===== config.mk =====
export PLATFORM = sky130hd
export DESIGN_NAME = rgc_gain_control
export DESIGN_NICKNAME = d
export VERILOG_FILES = /design/src/core/rgc_pkg.sv /design/src/core/rgc_sar.sv /design/src/core/rgc_gain_control.sv
export SDC_FILE = /design/constraint.sdc
export NUM_CORES = 1
export LEC_CHECK = 0
export ABC_AREA = 0
export BUFFER_PORTS_ARGS = -buffer_cell sky130_fd_sc_hd__buf_4
export CORE_ASPECT_RATIO = 1.4
export CORE_MARGIN = 1
export CORE_UTILIZATION = 64
export CTS_CLUSTER_DIAMETER = 150
export CTS_CLUSTER_SIZE = 14
export DETAILED_ROUTE_END_ITERATION = 12
export PLACE_DENSITY = 0.95
export SLEW_MARGIN = 15
export SYNTH_ARGS = -nofsm -noshare
export SYNTH_HDL_FRONTEND = slang
export SYNTH_SLANG_ARGS = --single-unit

===== constraint.sdc =====
create_clock -name clk -period 8.9 [get_ports clk]
set_clock_uncertainty 0.1 [all_clocks]
set_input_delay 1.78 -clock clk [delete_from_list [all_inputs] [get_ports clk]]
set_output_delay 1.78 -clock clk [all_outputs]
set_load 0.03 [all_outputs]

===== src/core/rgc_pkg.sv =====
package rgc_pkg;

    // Clock and dwell timing
    localparam int CLK_PERIOD_NS   = 20;
    localparam int DWELL_REF_NS    = 25000;
    localparam int DWELL_REF_DIV   = 40;
    localparam int TICK_CYCLES     = DWELL_REF_NS / (CLK_PERIOD_NS * DWELL_REF_DIV);
    localparam logic [4:0] TICK_LAST = 5'(TICK_CYCLES - 1);

    // Register indexes; byte address is four times the index
    localparam int ADDR_W = 12;
    localparam logic [9:0] IDX_RADIO_CFG7  = 10'h113;
    localparam logic [9:0] IDX_STRENGTH    = 10'h312;
    localparam logic [9:0] IDX_CONV_A      = 10'h327;
    localparam logic [9:0] IDX_CONV_B      = 10'h328;
    localparam logic [9:0] IDX_DWELL_DIV   = 10'h32F;
    localparam logic [9:0] IDX_MODE_CTL    = 10'h35D;
    localparam logic [9:0] IDX_LOW_THR     = 10'h35E;
    localparam logic [9:0] IDX_HIGH_THR    = 10'h35F;
    localparam logic [9:0] IDX_GAIN_STATUS = 10'h360;

    // Reset values
    localparam logic [7:0] RST_RADIO_CFG7 = 8'h00;
    localparam logic [7:0] RST_DWELL_DIV  = 8'h28;
    localparam logic [7:0] RST_MODE_CTL   = 8'h00;
    localparam logic [7:0] RST_LOW_THR    = 8'h30;
    localparam logic [7:0] RST_HIGH_THR   = 8'hC0;

    // Field positions
    localparam int LOCK_LSB  = 0;
    localparam int HOLD_BIT  = 6;
    localparam int MODE_LSB  = 0;

    // Gain modes and converter
    localparam logic [2:0] MODE_MIN   = 3'h1;
    localparam logic [2:0] MODE_MAX   = 3'h6;
    localparam logic [1:0] SAR_SETTLE = 2'h3;
    localparam int         AVG_SHIFT  = 3;
    localparam logic [2:0] AVG_LAST   = 3'h7;
    localparam logic signed [7:0] STRENGTH_OFFSET = 8'sh02;

    typedef enum logic [1:0] {
        LOCK_FREE     = 2'b00,
        LOCK_MANUAL   = 2'b01,
        LOCK_HOLD     = 2'b10,
        LOCK_PREAMBLE = 2'b11
    } rgc_lock_t;

    typedef enum logic [1:0] {
        CMD_IDLE  = 2'b00,
        CMD_ACCUM = 2'b01,
        CMD_LOAD  = 2'b10
    } rgc_cmd_t;

    function automatic logic [7:0] gain_code(input logic [2:0] m);
        case (m)
            3'h1:    gain_code = 8'h00;
            3'h2:    gain_code = 8'h01;
            3'h3:    gain_code = 8'h02;
            3'h4:    gain_code = 8'h0A;
            3'h5:    gain_code = 8'h12;
            default: gain_code = 8'h16;
        endcase
    endfunction

    // LNA: 2 high, 1 medium, 0 low
    function automatic logic [1:0] lna_of(input logic [2:0] m);
        lna_of = (m <= 3'h2) ? 2'h2 : ((m == 3'h3) ? 2'h1 : 2'h0);
    endfunction

    // Mixer: 1 high, 0 low
    function automatic logic mix_of(input logic [2:0] m);
        mix_of = (m == 3'h1);
    endfunction

    // Filter: 2 high, 1 medium, 0 low
    function automatic logic [1:0] filt_of(input logic [2:0] m);
        filt_of = (m <= 3'h4) ? 2'h2 : ((m == 3'h5) ? 2'h1 : 2'h0);
    endfunction

    function automatic logic [7:0] correction(input logic [2:0] m);
        case (m)
            3'h1:    correction = 8'h2C;
            3'h2:    correction = 8'h23;
            3'h3:    correction = 8'h1A;
            3'h4:    correction = 8'h11;
            3'h5:    correction = 8'h0A;
            default: correction = 8'h00;
        endcase
    endfunction

    // Two's complement strength: dBm plus 107
    function automatic logic [7:0] strength(input logic [7:0] res, input logic [2:0] m);
        strength = 8'(res / 8'h07) + correction(m) - STRENGTH_OFFSET;
    endfunction

    function automatic logic [2:0] clamp_mode(input logic [2:0] m);
        if (m < MODE_MIN) begin
            clamp_mode = MODE_MIN;
        end else if (m > MODE_MAX) begin
            clamp_mode = MODE_MAX;
        end else begin
            clamp_mode = m;
        end
    endfunction

endpackage


===== src/core/rgc_sar.sv =====
`timescale 1ns/10ps
module rgc_sar (
    input  wire logic       clk,
    input  wire logic       rst,
    input  wire logic       cmp_above,
    output logic [7:0]      dac_q,
    output logic [7:0]      result_q,
    output logic            done_q
);
    import rgc_pkg::*;

    logic [2:0] bit_q, bit_d;
    logic [1:0] wait_q, wait_d;
    logic [7:0] dac_d, result_d, kept;
    logic       done_d;

    // Successive approximation, MSB first, one settle wait per bit
    always_comb begin
        bit_d    = bit_q;
        wait_d   = wait_q + 2'h1;
        dac_d    = dac_q;
        result_d = result_q;
        done_d   = 1'b0;
        kept     = cmp_above ? dac_q : (dac_q & ~(8'h01 << bit_q));
        if (wait_q == SAR_SETTLE) begin
            wait_d = 2'h0;
            if (bit_q == 3'h0) begin
                result_d = kept;
                done_d   = 1'b1;
                dac_d    = 8'h80;
                bit_d    = 3'h7;
            end else begin
                dac_d = kept | (8'h01 << (bit_q - 3'h1));
                bit_d = bit_q - 3'h1;
            end
        end
    end

    always_ff @(posedge clk) begin
        if (rst) begin
            bit_q    <= 3'h7;
            wait_q   <= 2'h0;
            dac_q    <= 8'h80;
            result_q <= 8'h00;
            done_q   <= 1'b0;
        end else begin
            bit_q    <= bit_d;
            wait_q   <= wait_d;
            dac_q    <= dac_d;
            result_q <= result_d;
            done_q   <= done_d;
        end
    end

endmodule


===== src/core/rgc_gain_control.sv =====
// Decided for this implementation: register access over APB.
`timescale 1ns/10ps
// Function
// - Controller active by default after reset
// - Six gain modes per the gain table
// - LNA three, mixer two, filter three levels
// - Dwell per mode set by divider, default 0x28
// - Strength above high threshold lowers gain
// - Strength below low threshold raises gain
// - Lock field: free, manual, hold, preamble lock
// - Applied gains readable in gain status
// - 8-bit SAR result feeds readback and controller
// - Packet end stores postamble strength, two's complement
// - End-of-packet capture only in packet mode
// - Get command only from idle-on, filtered result
module rgc_gain_control (
    input  wire logic                     clk,
    input  wire logic                     rst,
    input  wire logic                     psel,
    input  wire logic                     penable,
    input  wire logic                     pwrite,
    input  wire logic [rgc_pkg::ADDR_W-1:0] paddr,
    input  wire logic [31:0]              pwdata,
    output logic [31:0]                   prdata,
    output logic                          pready,
    output logic                          pslverr,
    input  wire logic                     receive_state,
    input  wire logic                     idle_on_state,
    input  wire logic                     packet_mode,
    input  wire logic                     preamble_detected,
    input  wire logic                     packet_end,
    input  wire logic                     get_signal_strength_command,
    input  wire logic                     sar_cmp_pin,
    output logic [7:0]                    sar_dac,
    output logic [1:0]                    lna_gain,
    output logic                          mixer_gain,
    output logic [1:0]                    filter_gain
);
    import rgc_pkg::*;

    logic [7:0]  cfg7_q, cfg7_d, div_q, div_d, ctl_q, ctl_d;
    logic [7:0]  low_q, low_d, high_q, high_d, rssi_q, rssi_d, snap_q, snap_d;
    logic [31:0] rdata_d;
    logic        rdy_d, err_d, wr_en, hit;
    logic [9:0]  idx;
    logic [2:0]  mode_q, mode_d;
    logic [4:0]  pre_q, pre_d;
    logic [7:0]  dwell_q, dwell_d, dwell_last;
    logic        unit_tick, dwell_tick, run, frozen, lock_q, lock_d;
    logic [1:0]  cmp_sync_q;
    logic [7:0]  conv;
    logic        conv_done;
    rgc_cmd_t    cmd_q, cmd_d;
    logic [10:0] acc_q, acc_d;
    logic [2:0]  cnt_q, cnt_d;
    rgc_lock_t   lock_mode;

    assign lock_mode  = rgc_lock_t'(cfg7_q[LOCK_LSB +: 2]);
    assign idx        = paddr[11:2];
    assign wr_en      = psel && penable && pready && pwrite && !pslverr;

    rgc_sar u_sar (
        .clk       (clk),
        .rst       (rst),
        .cmp_above (cmp_sync_q[1]),
        .dac_q     (sar_dac),
        .result_q  (conv),
        .done_q    (conv_done)
    );

    // Register bus: zero wait state, read data prepared in the setup cycle
    always_comb begin
        hit = 1'b1;
        case (idx)
            IDX_RADIO_CFG7:  rdata_d = {24'h00_0000, cfg7_q};
            IDX_STRENGTH:    rdata_d = {24'h00_0000, rssi_q};
            IDX_CONV_A:      rdata_d = {28'h000_0000, conv[3:0]};
            IDX_CONV_B:      rdata_d = {28'h000_0000, snap_q[7:4]};
            IDX_DWELL_DIV:   rdata_d = {24'h00_0000, div_q};
            IDX_MODE_CTL:    rdata_d = {24'h00_0000, ctl_q};
            IDX_LOW_THR:     rdata_d = {24'h00_0000, low_q};
            IDX_HIGH_THR:    rdata_d = {24'h00_0000, high_q};
            IDX_GAIN_STATUS: rdata_d = {24'h00_0000, gain_code(mode_q)};
            default: begin
                rdata_d = 32'h0000_0000;
                hit     = 1'b0;
            end
        endcase
        if (paddr[1:0] != 2'h0) begin
            hit = 1'b0;
        end
        if (!(psel && !penable)) begin
            rdata_d = prdata;
        end
        rdy_d = psel && !penable;
        err_d = psel && !penable && !hit;
    end

    always_comb begin
        cfg7_d = cfg7_q;
        div_d  = div_q;
        ctl_d  = ctl_q;
        low_d  = low_q;
        high_d = high_q;
        snap_d = snap_q;
        if (psel && !penable && !pwrite && idx == IDX_CONV_A) begin
            snap_d = conv; // Upper half frozen so the pair reads coherent
        end
        if (wr_en) begin
            case (idx)
                IDX_RADIO_CFG7: cfg7_d = pwdata[7:0];
                IDX_DWELL_DIV:  div_d  = pwdata[7:0];
                IDX_MODE_CTL:   ctl_d  = pwdata[7:0];
                IDX_LOW_THR:    low_d  = pwdata[7:0];
                IDX_HIGH_THR:   high_d = pwdata[7:0];
                default:        cfg7_d = cfg7_q;
            endcase
        end
    end

    always_ff @(posedge clk) begin
        if (rst) begin
            prdata  <= 32'h0000_0000;
            pready  <= 1'b0;
            pslverr <= 1'b0;
            cfg7_q  <= RST_RADIO_CFG7;
            div_q   <= RST_DWELL_DIV;
            ctl_q   <= RST_MODE_CTL;
            low_q   <= RST_LOW_THR;
            high_q  <= RST_HIGH_THR;
            snap_q  <= 8'h00;
        end else begin
            prdata  <= rdata_d;
            pready  <= rdy_d;
            pslverr <= err_d;
            cfg7_q  <= cfg7_d;
            div_q   <= div_d;
            ctl_q   <= ctl_d;
            low_q   <= low_d;
            high_q  <= high_d;
            snap_q  <= snap_d;
        end
    end

    // Dwell timing: prescaled unit, then divider count; zero acts as one
    assign dwell_last = (div_q == 8'h00) ? 8'h01 : div_q;
    assign unit_tick  = (pre_q == TICK_LAST);
    assign dwell_tick = unit_tick && (dwell_q + 8'h01 == dwell_last);
    assign frozen     = ctl_q[HOLD_BIT] || lock_mode == LOCK_HOLD || lock_q;
    assign run        = receive_state && lock_mode != LOCK_MANUAL && !frozen;

    always_comb begin
        pre_d   = 5'h00;
        dwell_d = 8'h00;
        if (run) begin
            pre_d   = unit_tick ? 5'h00 : pre_q + 5'h01;
            dwell_d = dwell_q;
            if (unit_tick) begin
                dwell_d = dwell_tick ? 8'h00 : dwell_q + 8'h01;
            end
        end
        // Preamble lock holds until the receive state ends; set wins
        lock_d = lock_q && receive_state;
        if (lock_mode == LOCK_PREAMBLE && receive_state && preamble_detected) begin
            lock_d = 1'b1;
        end
        if (lock_mode != LOCK_PREAMBLE) begin
            lock_d = 1'b0;
        end
        mode_d = mode_q;
        if (lock_mode == LOCK_MANUAL) begin
            mode_d = clamp_mode(ctl_q[MODE_LSB +: 3]);
        end else if (run && dwell_tick) begin
            if (conv > high_q && mode_q < MODE_MAX) begin
                mode_d = mode_q + 3'h1;
            end else if (conv < low_q && mode_q > MODE_MIN) begin
                mode_d = mode_q - 3'h1;
            end
        end
    end

    always_ff @(posedge clk) begin
        if (rst) begin
            pre_q       <= 5'h00;
            dwell_q     <= 8'h00;
            lock_q      <= 1'b0;
            mode_q      <= MODE_MIN;
            lna_gain    <= 2'h2;
            mixer_gain  <= 1'b1;
            filter_gain <= 2'h2;
            cmp_sync_q  <= 2'h0;
        end else begin
            pre_q       <= pre_d;
            dwell_q     <= dwell_d;
            lock_q      <= lock_d;
            mode_q      <= mode_d;
            lna_gain    <= lna_of(mode_d);
            mixer_gain  <= mix_of(mode_d);
            filter_gain <= filt_of(mode_d);
            cmp_sync_q  <= {cmp_sync_q[0], sar_cmp_pin};
        end
    end

    // Strength capture: packet end, or averaged get command
    always_comb begin
        cmd_d  = cmd_q;
        acc_d  = acc_q;
        cnt_d  = cnt_q;
        rssi_d = rssi_q;
        case (cmd_q)
            CMD_IDLE: begin
                if (get_signal_strength_command && idle_on_state) begin
                    cmd_d = CMD_ACCUM;
                    acc_d = 11'h000;
                    cnt_d = 3'h0;
                end else if (packet_end && packet_mode) begin
                    rssi_d = strength(conv, mode_q);
                end
            end
            CMD_ACCUM: begin
                if (conv_done) begin
                    acc_d = acc_q + {3'h0, conv};
                    cnt_d = cnt_q + 3'h1;
                    if (cnt_q == AVG_LAST) begin
                        cmd_d = CMD_LOAD;
                    end
                end
            end
            CMD_LOAD: begin
                rssi_d = strength(8'(acc_q >> AVG_SHIFT), mode_q);
                cmd_d  = CMD_IDLE;
            end
            default: cmd_d = CMD_IDLE;
        endcase
    end

    always_ff @(posedge clk) begin
        if (rst) begin
            cmd_q  <= CMD_IDLE;
            acc_q  <= 11'h000;
            cnt_q  <= 3'h0;
            rssi_q <= 8'h00;
        end else begin
            cmd_q  <= cmd_d;
            acc_q  <= acc_d;
            cnt_q  <= cnt_d;
            rssi_q <= rssi_d;
        end
    end

    a_mode_range: assert property (@(posedge clk) disable iff (rst)
        mode_q >= MODE_MIN && mode_q <= MODE_MAX) else $error("gain mode out of range");
    a_pins_match: assert property (@(posedge clk) disable iff (rst)
        lna_gain == lna_of(mode_q) && mixer_gain == mix_of(mode_q) && filter_gain == filt_of(mode_q))
        else $error("gain pins disagree with mode");
    a_reset_default: assert property (@(posedge clk) rst |=>
        lock_mode == LOCK_FREE && mode_q == MODE_MIN && div_q == RST_DWELL_DIV)
        else $error("reset state wrong");
    a_step_down: assert property (@(posedge clk) disable iff (rst)
        run && dwell_tick && conv > high_q && mode_q < MODE_MAX |=> mode_q == $past(mode_q) + 3'h1)
        else $error("gain not reduced");
    a_step_up: assert property (@(posedge clk) disable iff (rst)
        run && dwell_tick && conv < low_q && conv <= high_q && mode_q > MODE_MIN
        |=> mode_q == $past(mode_q) - 3'h1) else $error("gain not raised");
    a_one_step: assert property (@(posedge clk) disable iff (rst)
        lock_mode != LOCK_MANUAL && $changed(mode_q) |->
        (mode_q == $past(mode_q) + 3'h1 || mode_q == $past(mode_q) - 3'h1) && $past(dwell_tick))
        else $error("gain moved without dwell or by more than one");
    a_dwell_min: assert property (@(posedge clk) disable iff (rst)
        dwell_tick |=> !dwell_tick [*2]) else $error("dwell ticks too close");
    a_hold_stable: assert property (@(posedge clk) disable iff (rst)
        lock_mode == LOCK_HOLD && $past(lock_mode) == LOCK_HOLD |-> $stable(mode_q))
        else $error("gain moved while held");
    a_manual_follow: assert property (@(posedge clk) disable iff (rst)
        lock_mode == LOCK_MANUAL |=> mode_q == clamp_mode($past(ctl_q[MODE_LSB +: 3])))
        else $error("manual gain not applied");
    a_status_read: assert property (@(posedge clk) disable iff (rst)
        psel && !penable && paddr == {IDX_GAIN_STATUS, 2'h0} |=> prdata[7:0] == gain_code($past(mode_q)))
        else $error("gain status read wrong");
    a_packet_capture: assert property (@(posedge clk) disable iff (rst)
        cmd_q == CMD_IDLE && packet_end && packet_mode && !get_signal_strength_command
        |=> rssi_q == strength($past(conv), $past(mode_q))) else $error("packet strength not stored");
    a_no_sport: assert property (@(posedge clk) disable iff (rst)
        cmd_q == CMD_IDLE && !packet_mode && !get_signal_strength_command |=> $stable(rssi_q))
        else $error("strength stored outside packet mode");
    a_cmd_idle_only: assert property (@(posedge clk) disable iff (rst)
        cmd_q == CMD_IDLE && get_signal_strength_command && !idle_on_state |=> cmd_q == CMD_IDLE)
        else $error("get command accepted outside idle-on");
    a_apb_ready: assert property (@(posedge clk) disable iff (rst)
        psel && !penable |=> pready ##1 !pready) else $error("ready not one cycle after setup");

    c_reduce: cover property (@(posedge clk) disable iff (rst) mode_q == MODE_MAX);
    c_get_cmd: cover property (@(posedge clk) disable iff (rst) cmd_q == CMD_LOAD);
    c_preamble_lock: cover property (@(posedge clk) disable iff (rst) lock_q && receive_state);

endmodule


# Word-level counts from Yosys, hierarchy flattened
# Cells that the tools add are included.
# op_classes
n_addsub,12
div,2
order_cmp,8
n_eq_ne,33
shifts,2
muxes,37
bitwise,5
reduce_logical,49
# op_table
operator,n
10-bit == test (second input constant),8
8-bit 2-to-1 mux,10
8-bit one-hot mux with 9 select lines,1
6-bit one-hot mux with 5 select lines,1
3-bit 2-to-1 mux,9
5-bit one-hot mux with 5 select lines,1
11-bit 2-to-1 mux,2
11-bit one-hot mux with 2 select lines,1
1-bit logical AND,19
8-bit adder,2
8-bit by 3-bit divider with 8-bit output (second input constant),2
8-bit one-hot mux with 2 select lines,1
1-bit by 3-bit left shift with 8-bit output (first input constant),2
8-bit by 2-bit subtractor with 8-bit output (second input constant),2
3-bit == test (second input constant),4
2-bit AND reduction,6
2-bit OR reduction,6
11-bit by 8-bit adder with 11-bit output,1
10-bit by 9-bit == test with 1-bit output (second input constant),1
2-bit inequality test (second input constant),5
3-bit by 2-bit == test with 1-bit output (second input constant),3
3-bit AND reduction,3
9-bit OR reduction,1
8-bit by 1-bit adder with 8-bit output (second input constant),1
other kinds (33),56
# totals
register_bits,152
in_bits,56
out_inout_bits,47
elab_cells,174

# Logic depth before layout (Yosys ltp)
# Gate-level depths: netlist (run 1).
# logic_depth
ltp_word,10
ltp_mapped,19
mapped_depth_nobuf,18

# Modules after synthesis
# Synthesis (run 1) repeated with hierarchy kept, for this count alone.
# hier_totals
hier_cells,983
hier_area_um2,8345.5
# modules_own_cells
module,instances,cells_per_inst,area_each_um2,seq_area_each_um2
rgc_gain_control,1,883,7322.0,2042.0
rgc_sar,1,100,1023.5,440.4

# Worst setup path before layout (run 1)
# Ideal clock, no wire load.
# synth_timing
kind,register to register
startpoint,reg u_sar.result_q[6]
endpoint,reg rssi_q[7]
setup_ns,0.070
arrival_ns,3.712
required_ns,8.730
setup_slack_ns,5.017
stages_incl_launch_ff,18
path_buffers,1
synth_period_minus_slack_ns,3.883
cell_sequence,dfxtp_1 buf_2 nor2_1 maj3_1 a222oi_1 xnor2_1 ha_1 a21oi_1 mux2i_1 a21o_1 ha_1 ha_1 fa_1 a21oi_1 o21bai_1 a2111oi_0 o21ai_0 a21oi_1
# synth_between
elab_chain_len,6
# synth_lines
element,line,source
start: declaration,rgc_sar.sv:7,"output logic [7:0] result_q,"
start signal: assignment,rgc_sar.sv:50,result_q <= result_d;
8-bit by 3-bit divider with 8-bit output,rgc_pkg.sv:94,strength = 8'(res / 8'h07) + correction(m) - STRENGTH_OFFSET;
8-bit adder,rgc_pkg.sv:94,
8-bit by 2-bit subtractor with 8-bit output,rgc_pkg.sv:94,
8-bit 2-to-1 mux,rgc_gain_control.sv:216,end else if (packet_end && packet_mode) begin
8-bit 2-to-1 mux,rgc_gain_control.sv:212,if (get_signal_strength_command && idle_on_state) begin
8-bit one-hot mux with 2 select lines,rgc_gain_control.sv:210,case (cmd_q)
end signal: assignment,rgc_gain_control.sv:247,rssi_q <= rssi_d;
end: declaration,rgc_gain_control.sv:42,"logic [7:0] low_q, low_d, high_q, high_d, rssi_q, rssi_d, snap_q, snap_d;"
# Every way passes these cells. The select of a mux whose other input is x is not followed.
# A chain may end at the register's enable or synchronous reset.

# Worst setup path in the final report (run 1)
# Ends and elaborated chain as after synthesis.

==> results of run 1 <==
## cells by family after synthesis
family                     after synthesis  share of synthesized area, %
DFF                                    124                         30.33
muxes                                   50                         6.114
buffers and inverters                  132                         7.490
adders and majority gates               76                         11.77
and+or+nand+nor                        327                         19.81
AOI/OAI and AO/OA                      247                         20.27
other                                    1                       0.04581
xor gates and xnor gates                39                         4.173
## how the worst max path moves through the flow
stage	slack (ns)	cells past startpoint	startpoint	to
finish	3.89	16	u_sar.result_q[6]	rssi_q[7]
global route	3.50	16	u_sar.result_q[6]	rssi_q[7]
floorplan	5.02	17	u_sar.result_q[6]	rssi_q[7]
global placement	4.19	16	u_sar.result_q[6]	rssi_q[7]
CTS	4.03	16	u_sar.result_q[6]	rssi_q[7]
detailed placement	4.10	16	u_sar.result_q[6]	rssi_q[7]
## power groups by stage
stage	registers, mW	clock network, mW	logic, mW
final	0.571	0.725	0.0806
after floorplan	0.585	0	0.0514
after detailed placement	0.582	0	0.0775
after CTS	0.570	0.721	0.0786
after global placement	0.581	0	0.0759
after global routing	0.571	0.748	0.0852
## layout make-up
| class | instances | area [um^2] |
|---|---|---|
| multi-input combinational | 763 | 5176 |
| tap | 150 | 187.7 |
| clock inverter | 12 | 171.4 |
| sequential | 124 | 2482 |
| fill | 797 | 3257 |
| clock buffer | 20 | 436.7 |
| inverter | 60 | 225.2 |
| timing repair buffer | 58 | 435.4 |
## critical path, stage by stage (launching register included)
cell                        delay [ns]
sky130_fd_sc_hd__dfxtp_1          0.80
sky130_fd_sc_hd__nor2_1           0.25
sky130_fd_sc_hd__maj3_1           0.41
sky130_fd_sc_hd__a222oi_1         0.49
sky130_fd_sc_hd__xnor2_1          0.22
sky130_fd_sc_hd__ha_1             0.27
sky130_fd_sc_hd__a21oi_1          0.23
sky130_fd_sc_hd__mux2i_1          0.11
sky130_fd_sc_hd__a21o_1           0.21
sky130_fd_sc_hd__ha_1             0.19
sky130_fd_sc_hd__ha_1             0.21
sky130_fd_sc_hd__fa_1             0.41
sky130_fd_sc_hd__a21oi_1          0.18
sky130_fd_sc_hd__o21bai_1         0.12
sky130_fd_sc_hd__a2111oi_0        0.38
sky130_fd_sc_hd__o21ai_0          0.15
sky130_fd_sc_hd__a21oi_1          0.19
## layer usage
layer | GRT usage (%) | up-vias | wire (um)
li1 | - | 3569 | -
met1 | 35.57 | 3658 | 7883
met2 | 60.30 | 517 | 11260
met3 | 10.18 | 175 | 2088
met4 | 24.92 | 0 | 1562
met5 | 0 | - | 0
## per-stage QoR
stage	util, %	worst slack [ns]	power [mW]	std cells	hold WS [ns]
global route	73.68	3.504	1.404	1187	0.3606
floorplan	-	5.017	0.6367	1019	0.3043
detailed placement	68.76	4.098	0.6591	1155	0.3315
CTS	73.68	4.030	1.369	1187	0.3397
finish	73.68	3.891	1.376	1187	0.3357
global placement	68.76	4.193	0.6571	1155	0.3167
## synth_stat cells (all sizes together) (4+ instances only)
cell      n
xnor2    21
a221oi    8
and2      4
nand3    30
a32o      4
nand2    92
and4      4
nor3     17
o21ai    40
a21o     12
a22oi    16
o31a      4
a21oi    78
buf      35
nand2b   10
or2       5
clkbuf   37
nor2b    12
nor4      8
dfxtp   124
maj3      4
o211ai    7
xor2     18
a222oi    7
and3      6
o31ai     5
a22o      4
ha       69
o21bai    7
nor3b     8
nor2    110
mux2i    50
a211oi   18
a31oi     8
a211o     5
inv      60
nand4     9
## placed cells by master (no fill, tap or decap), drive strengths merged, types with 16 or more instances in the layout
master	instances
nor2	110
nand3	30
inv	60
a211oi	18
clkbuf	20
xnor2	21
conb	24
ha	69
a21oi	78
a22oi	16
o21ai	40
xor2	18
dfxtp	124
nand2	92
mux2i	50
nor3	17
buf	58
==> impl_metrics.sql, run 1 <==
INSERT INTO impl_metrics (metric_group, metric, value, unit) VALUES
('cts', 'clock_tree.htree_level_count', '4', ''),
('yosys', 'syn_avg_cell_area', '8.218', 'um^2'),
('layout', 'largest_register_ffs', '11', ''),
('worst_setup_path', 'ff2ff_setup_slack', '3.89', 'ns'),
('cts', 'cts_tree', 'yes', ''),
('worst_setup_path', 'timing_worst_setup_path_type', 'flop to flop', ''),
('sta', 'setup_violations', '0', ''),
('grt', 'grt_max_degree', '85', ''),
('power_and_ir_drop', 'pwr-share-comb', '5.9', '%'),
('cts', 'tritoncts_num_sinks', '124', ''),
('placement', 'detailedPlacementHpwl', '14750', 'um'),
('worst_setup_path', 'reg2reg_from', 'u_sar.result_q[6]', ''),
('cts', 'insertion_delay_of_the_later_clocked_pin_in_the_worst_skew_pair', '0.43', 'ns'),
('detailed_routing', 'drt_pass1_iterations', '8', ''),
('floorplan', 'design.portCount', '103', ''),
('grt', 'grt_use_total', '34.69', '%'),
('outcome', 'status', 'finished, final reports clean', ''),
('sta', 'timing.setup.tns', '0', 'ns'),
('yosys', 'netlist.area_leader.share', '30.33', '%'),
('grt', 'grt_first_pass_wirelength', '36760', 'um'),
('layout', 'n_antenna_cell', '0', ''),
('grt', 'antenna_violations_before_repair', '0', ''),
('yosys', 'post_syn_instances', '996', ''),
('yosys', 'synthTopCellsByArea', 'sky130_fd_sc_hd__dfxtp_1, sky130_fd_sc_hd__ha_1, sky130_fd_sc_hd__mux2i_1', ''),
('sta', 'period_share', '56.28', '%'),
('worst_setup_path', 'timing.critical_path.arrival', '5.25', 'ns'),
('cts', 'cts.hold.buffers_added', '0', ''),
('cts', 'maximum_clock_path_buffer_count', '2', ''),
('yosys', 'ys.flop_type', 'sky130_fd_sc_hd__dfxtp_1', ''),
('floorplan', 'die_area', '0.01325', 'mm^2'),
('grt', 'grt_pass1_vias', '7654', ''),
('cts', 'cts_made_buffers', '17', ''),
('layout', 'areaGrowthSynthToFinish', '11.36', '%'),
('hold_path', 'number_of_instances_on_the_worst_hold_path', '1', ''),
('yosys', 'netlist_area', '0.008185', 'mm^2'),
('yosys', 'netlist.top_cell.by_area', 'sky130_fd_sc_hd__dfxtp_1', ''),
('placement', 'place_area', '0.008507', 'mm^2'),
('detailed_routing', 'via_density', '6.671', ''),
('layout', 'layout.nets', '1152', ''),
('placement', 'place_congestion', '0.9162', ''),
('cts', 'cts_root_buffer', 'sky130_fd_sc_hd__clkbuf_16', ''),
('power_and_ir_drop', 'net_sw_power', '0.3225', 'mW'),
('detailed_routing', 'remaining_drc_errors', '0', ''),
('placement', 'placement.io_buffers', '54', ''),
('layout', 'layout-drive-gt1-share', '11.09', '%'),
('sta', 'final_max_slew_viol_count', '0', ''),
('yosys', 'synth-warning-count', '0', ''),
('floorplan', 'die-width', '97.58', 'um'),
('power_and_ir_drop', 'share_clk_of_total_power', '52.7', '%'),
('worst_setup_path', 'critical_path.reg2reg.endpoint', 'rssi_q[7]', ''),
('detailed_routing', 'routedWlPerCell', '19.20', 'um'),
('floorplan', 'rows', '48', ''),
('sta', 'max_slew_margin', '28.48', '%'),
('detailed_routing', 'drt.antenna.violating_nets', '0', ''),
('power_and_ir_drop', 'pwr-share-seq', '41.5', '%'),
('hold_path', 'hold_class', 'flop to flop', ''),
('power_and_ir_drop', 'cellPowerDensity', '151.0', 'mW/mm^2'),
('cts', 'post_cts.resized_instances', '0', ''),
('yosys', 'synth_edf_count', '0', ''),
('floorplan', 'coreArea', '0.01237', 'mm^2'),
('yosys', 'postSynth.asyncResetShare', '0', '%'),
('sta', 'final.min_clock_period', '5.009', 'ns'),
('flow_run', 'maxCapViolCount', '0', ''),
('worst_setup_path', 'worstSetupEndpointType', 'flop', ''),
('grt', 'global_route.overflow_total', '0', ''),
('worst_setup_path', 'reg2reg_depth', '16', ''),
('hold_path', 'hold_path_endpoint', 'cmp_sync_q[1]', ''),
('cts', 'clk_transition_reported_paths', '0.06', 'ns'),
('power_and_ir_drop', 'power.share.switching', '23.43', '%'),
('detailed_routing', 'detailroute.via_count', '7919', ''),
('sta', 'worst-slew-pin-transition', '1.067', 'ns');
Power figures use the tool's default switching activity.
==> run 2: changes to the inputs <==
- ABC_AREA: 0 -> 1
- CORE_UTILIZATION: 64 -> 53
- PLACE_DENSITY: 0.95 -> 0.86
- clock period: 8.9 -> 4.3 ns (I/O delays scaled with it)
==> run 2 against run 1 <==
Compared with the run above:
- critical path type unchanged
- final cell count grew 20%
- die area increased by 18%
- routed wire length down 9.8%
- combinational power rose by 130%
- sequential power is 110% higher
- worst hold slack lost 0.035 ns
- via count is 0.87% lower
- largest power group unchanged
- maximum frequency up 25%
- worst setup slack got worse by 3.6 ns
- first-iteration DRC count shrank 47%
==> impl_metrics.sql, run 2 <==
INSERT INTO impl_metrics (metric_group, metric, value, unit) VALUES
('yosys', 'yosysSeqAreaShare', '30.86', '%'),
('yosys', 'post-synth-top-count-cell', 'sky130_fd_sc_hd__nand2_1', ''),
('detailed_routing', 'via_density', '5.501', ''),
('cts', 'clk_transition_reported_paths', '0.06', 'ns'),
('power_and_ir_drop', 'p_total', '2.766', 'mW'),
('power_and_ir_drop', 'cellPowerDensity', '299.6', 'mW/mm^2'),
('floorplan', 'die_area', '0.01568', 'mm^2'),
('cts', 'maximum_clock_path_buffer_count', '2', ''),
('yosys', 'synth-warning-count', '0', ''),
('floorplan', 'die_y', '147.8', 'um'),
('detailed_routing', 'dr.first_iter.drc_count', '415', ''),
('cts', 'cts_root_buffer', 'sky130_fd_sc_hd__clkbuf_16', ''),
('cts', 'tritoncts_num_sinks', '124', ''),
('sta', 'finalHoldWorstSlack', '0.3006', 'ns'),
('layout', 'layout-drive-gt1-share', '12.76', '%'),
('sta', 'setup_violations', '0', ''),
('grt', 'grt_max_degree', '35', ''),
('placement', 'placement.io_buffers', '54', ''),
('yosys', 'netlist_area', '0.008043', 'mm^2'),
('yosys', 'netlist-cell-type-count', '49', ''),
('layout', 'n_antenna_cell', '0', ''),
('cts', 'clock_tree.htree_level_count', '4', ''),
('layout', 'layout.nets', '1354', ''),
('grt', 'grt_pass1_vias', '7722', ''),
('detailed_routing', 'drt_pass1_iterations', '5', ''),
('sta', 'final_hold_viol_count', '0', ''),
('yosys', 'synth_edf_count', '0', ''),
('worst_setup_path', 'slowest_stage', 'sky130_fd_sc_hd__fa_2', ''),
('floorplan', 'die-width', '106.1', 'um'),
('cts', 'insertion_delay_of_the_later_clocked_pin_in_the_worst_skew_pair', '0.43', 'ns'),
('worst_setup_path', 'critPathMaxStageDelay', '0.36', 'ns'),
('hold_path', 'hold_class', 'flop to flop', ''),
('detailed_routing', 'remaining_drc_errors', '0', ''),
('floorplan', 'rows', '52', ''),
('sta', 'achievable-frequency', '0.2491', 'GHz'),
('worst_setup_path', 'crit_path_max_fanout', '5', ''),
('worst_setup_path', 'timing_worst_setup_path_type', 'flop to flop', ''),
('sta', 'final_max_slew_viol_count', '0', ''),
('worst_setup_path', 'worstPathRequired', '4.57', 'ns'),
('floorplan', 'initial_utilization', '54.94', '%'),
('layout', 'multi_input_comb_area', '0.004656', 'mm^2'),
('placement', 'detailedPlacementHpwl', '15640', 'um'),
('sta', 'worst-slew-pin-transition', '1.031', 'ns'),
('detailed_routing', 'detailroute.via_count', '7850', ''),
('power_and_ir_drop', 'leakage_dissipation', '4.347', 'nW'),
('grt', 'global_route.overflow_total', '0', ''),
('yosys', 'synthTopCellsByArea', 'sky130_fd_sc_hd__dfxtp_1, sky130_fd_sc_hd__ha_1, sky130_fd_sc_hd__nand2_1', ''),
('yosys', 'netlist.top_cell.by_area', 'sky130_fd_sc_hd__dfxtp_1', ''),
('outcome', 'status', 'finished, final reports clean', ''),
('cts', 'cts_made_buffers', '17', ''),
('sta', 'timing.setup.tns', '0', 'ns'),
('yosys', 'postSynth.asyncResetShare', '0', '%'),
('placement', 'place_congestion', '0.9324', ''),
('yosys', 'postSynthRegisterBits', '124', ''),
('grt', 'antenna_violations_before_repair', '0', ''),
('worst_setup_path', 'cp_common_cell', 'sky130_fd_sc_hd__nand2_1', ''),
('layout', 'registers.top_by_ff_count', 'acc_q', ''),
('worst_setup_path', 'timing.critical_path.arrival', '4.29', 'ns'),
('yosys', 'post_syn_instances', '1159', ''),
('yosys', 'ys.flop_type', 'sky130_fd_sc_hd__dfxtp_1', ''),
('cts', 'cts.hold.buffers_added', '0', ''),
('detailed_routing', 'routedWlPerCell', '14.40', 'um'),
('sta', 'period_share', '93.34', '%'),
('grt', 'grt_first_pass_wirelength', '34220', 'um'),
('detailed_routing', 'drt.antenna.violating_nets', '0', ''),
('layout', 'areaGrowthSynthToFinish', '14.78', '%'),
('layout', 'largest_register_ffs', '11', ''),
('yosys', 'synth.cells.most_frequent', 'sky130_fd_sc_hd__nand2_1, sky130_fd_sc_hd__inv_1, sky130_fd_sc_hd__dfxtp_1', ''),
('sta', 'max_slew_margin', '30.67', '%'),
('layout', 'seq_area', '0.002497', 'mm^2'),
('sta', 'final.min_clock_period', '4.014', 'ns'),
('flow_run', 'maxCapViolCount', '0', ''),
('layout', 'layout_commonest_cell', 'sky130_fd_sc_hd__nand2_1', ''),
('power_and_ir_drop', 'ir_worst_vdd', '0.2919', 'mV'),
('floorplan', 'coreArea', '0.01464', 'mm^2'),
('yosys', 'netlist.area_leader.share', '30.86', '%'),
('cts', 'cts_tree', 'yes', ''),
('detailed_routing', 'route.final.wire_length', '20550', 'um'),
('layout', 'utilization', '63.06', '%'),
('grt', 'grt_use_total', '27.59', '%'),
('layout', 'fill_cells', '1292', ''),
('floorplan', 'design.portCount', '103', ''),
('yosys', 'syn_avg_cell_area', '6.939', 'um^2'),
('worst_setup_path', 'worstSetupEndpointType', 'flop', ''),
('worst_setup_path', 'cp-start-kind', 'flop', ''),
('layout', 'mostFrequentLayoutCells', 'sky130_fd_sc_hd__nand2_1, sky130_fd_sc_hd__inv_1, sky130_fd_sc_hd__dfxtp_1', '');
run 2: cell types whose count changed after synthesis, sizes merged, moves of 21 or more:
cell and change:
nand2 +140, inv +142, o21ai +43, mux2i -50, clkbuf -21, o22ai +27, nand3 +41
run 2: worst paths after layout:
kind,start,endpoint,slack (ns),depth (start not counted)
worst max-delay path,u_sar.result_q[7],rssi_q[7],0.29,29
worst max register to register,u_sar.result_q[7],rssi_q[7],0.29,29
worst min-delay path,cmp_sync_q[0],cmp_sync_q[1],0.30,2
worst min register to register,cmp_sync_q[0],cmp_sync_q[1],0.30,2
run 2: stage by stage:
step | std cells | worst slack, ns | cell area (um^2)
final | 1427 | 0.2863 | 9231
after CTS | 1425 | 0.07909 | 9181
after global routing | 1427 | -0.02396 | 9231
after detailed placement | 1394 | 0.1694 | 8608
after global placement | 1394 | 0.2803 | 8608
after floorplan | 1182 | 0.6637 | 8129
run 2: cell families (layout without fill, tap and decap cells):
group           Yosys count  in the layout  synth area share [%]
buf+inv                 246            302                 12.65
other cells               1             24               0.04663
xor+xnor                 18             18                 1.960
fa+ha+maj                72             72                 11.48
simple gates            447            447                 24.94
flops                   124            124                 30.86
compound gates          251            251                 18.06
run 2: layer usage:
metal | vias up | share of wire, % | global-route usage, %
li1 | 3908 | - | -
met1 | 3612 | 39 | 28.48
met2 | 247 | 50 | 48.77
met3 | 83 | 4.9 | 5.467
met4 | 0 | 6.3 | 20.83
met5 | - | 0 | 0
run 2: area by class of cell:
cell class / count / area share, %
Multi-Input combinational cell: 812 / 50.43
Sequential cell: 124 / 27.05
Inverter: 204 / 8.295
Timing Repair Buffer: 67 / 5.449
Clock buffer: 17 / 4.608
Tap cell: 189 / 2.562
Clock inverter: 14 / 1.599
run 2: worst max-delay path: cells and delay by family (launching register included):
kind	cells	cell delay, ns
buf+inv	5	0.42
flops	1	0.35
fa+ha+maj	4	0.96
compound gates	4	0.51
simple gates	16	1.61
run 2: power by group:
| part | total, mW | switching [mW] | internal [mW] |
|---|---|---|---|
| logic | 0.189 | 0.131 | 0.0582 |
| registers | 1.19 | 0.0188 | 1.17 |
| clock network | 1.39 | 0.544 | 0.847 |
run 2: what timing repair did:
item	in CTS	in global routing
gates resized for setup	0	17
endpoints found under the hold margin	0	0
setup endpoints to repair	0	4
buffers inserted	0	2
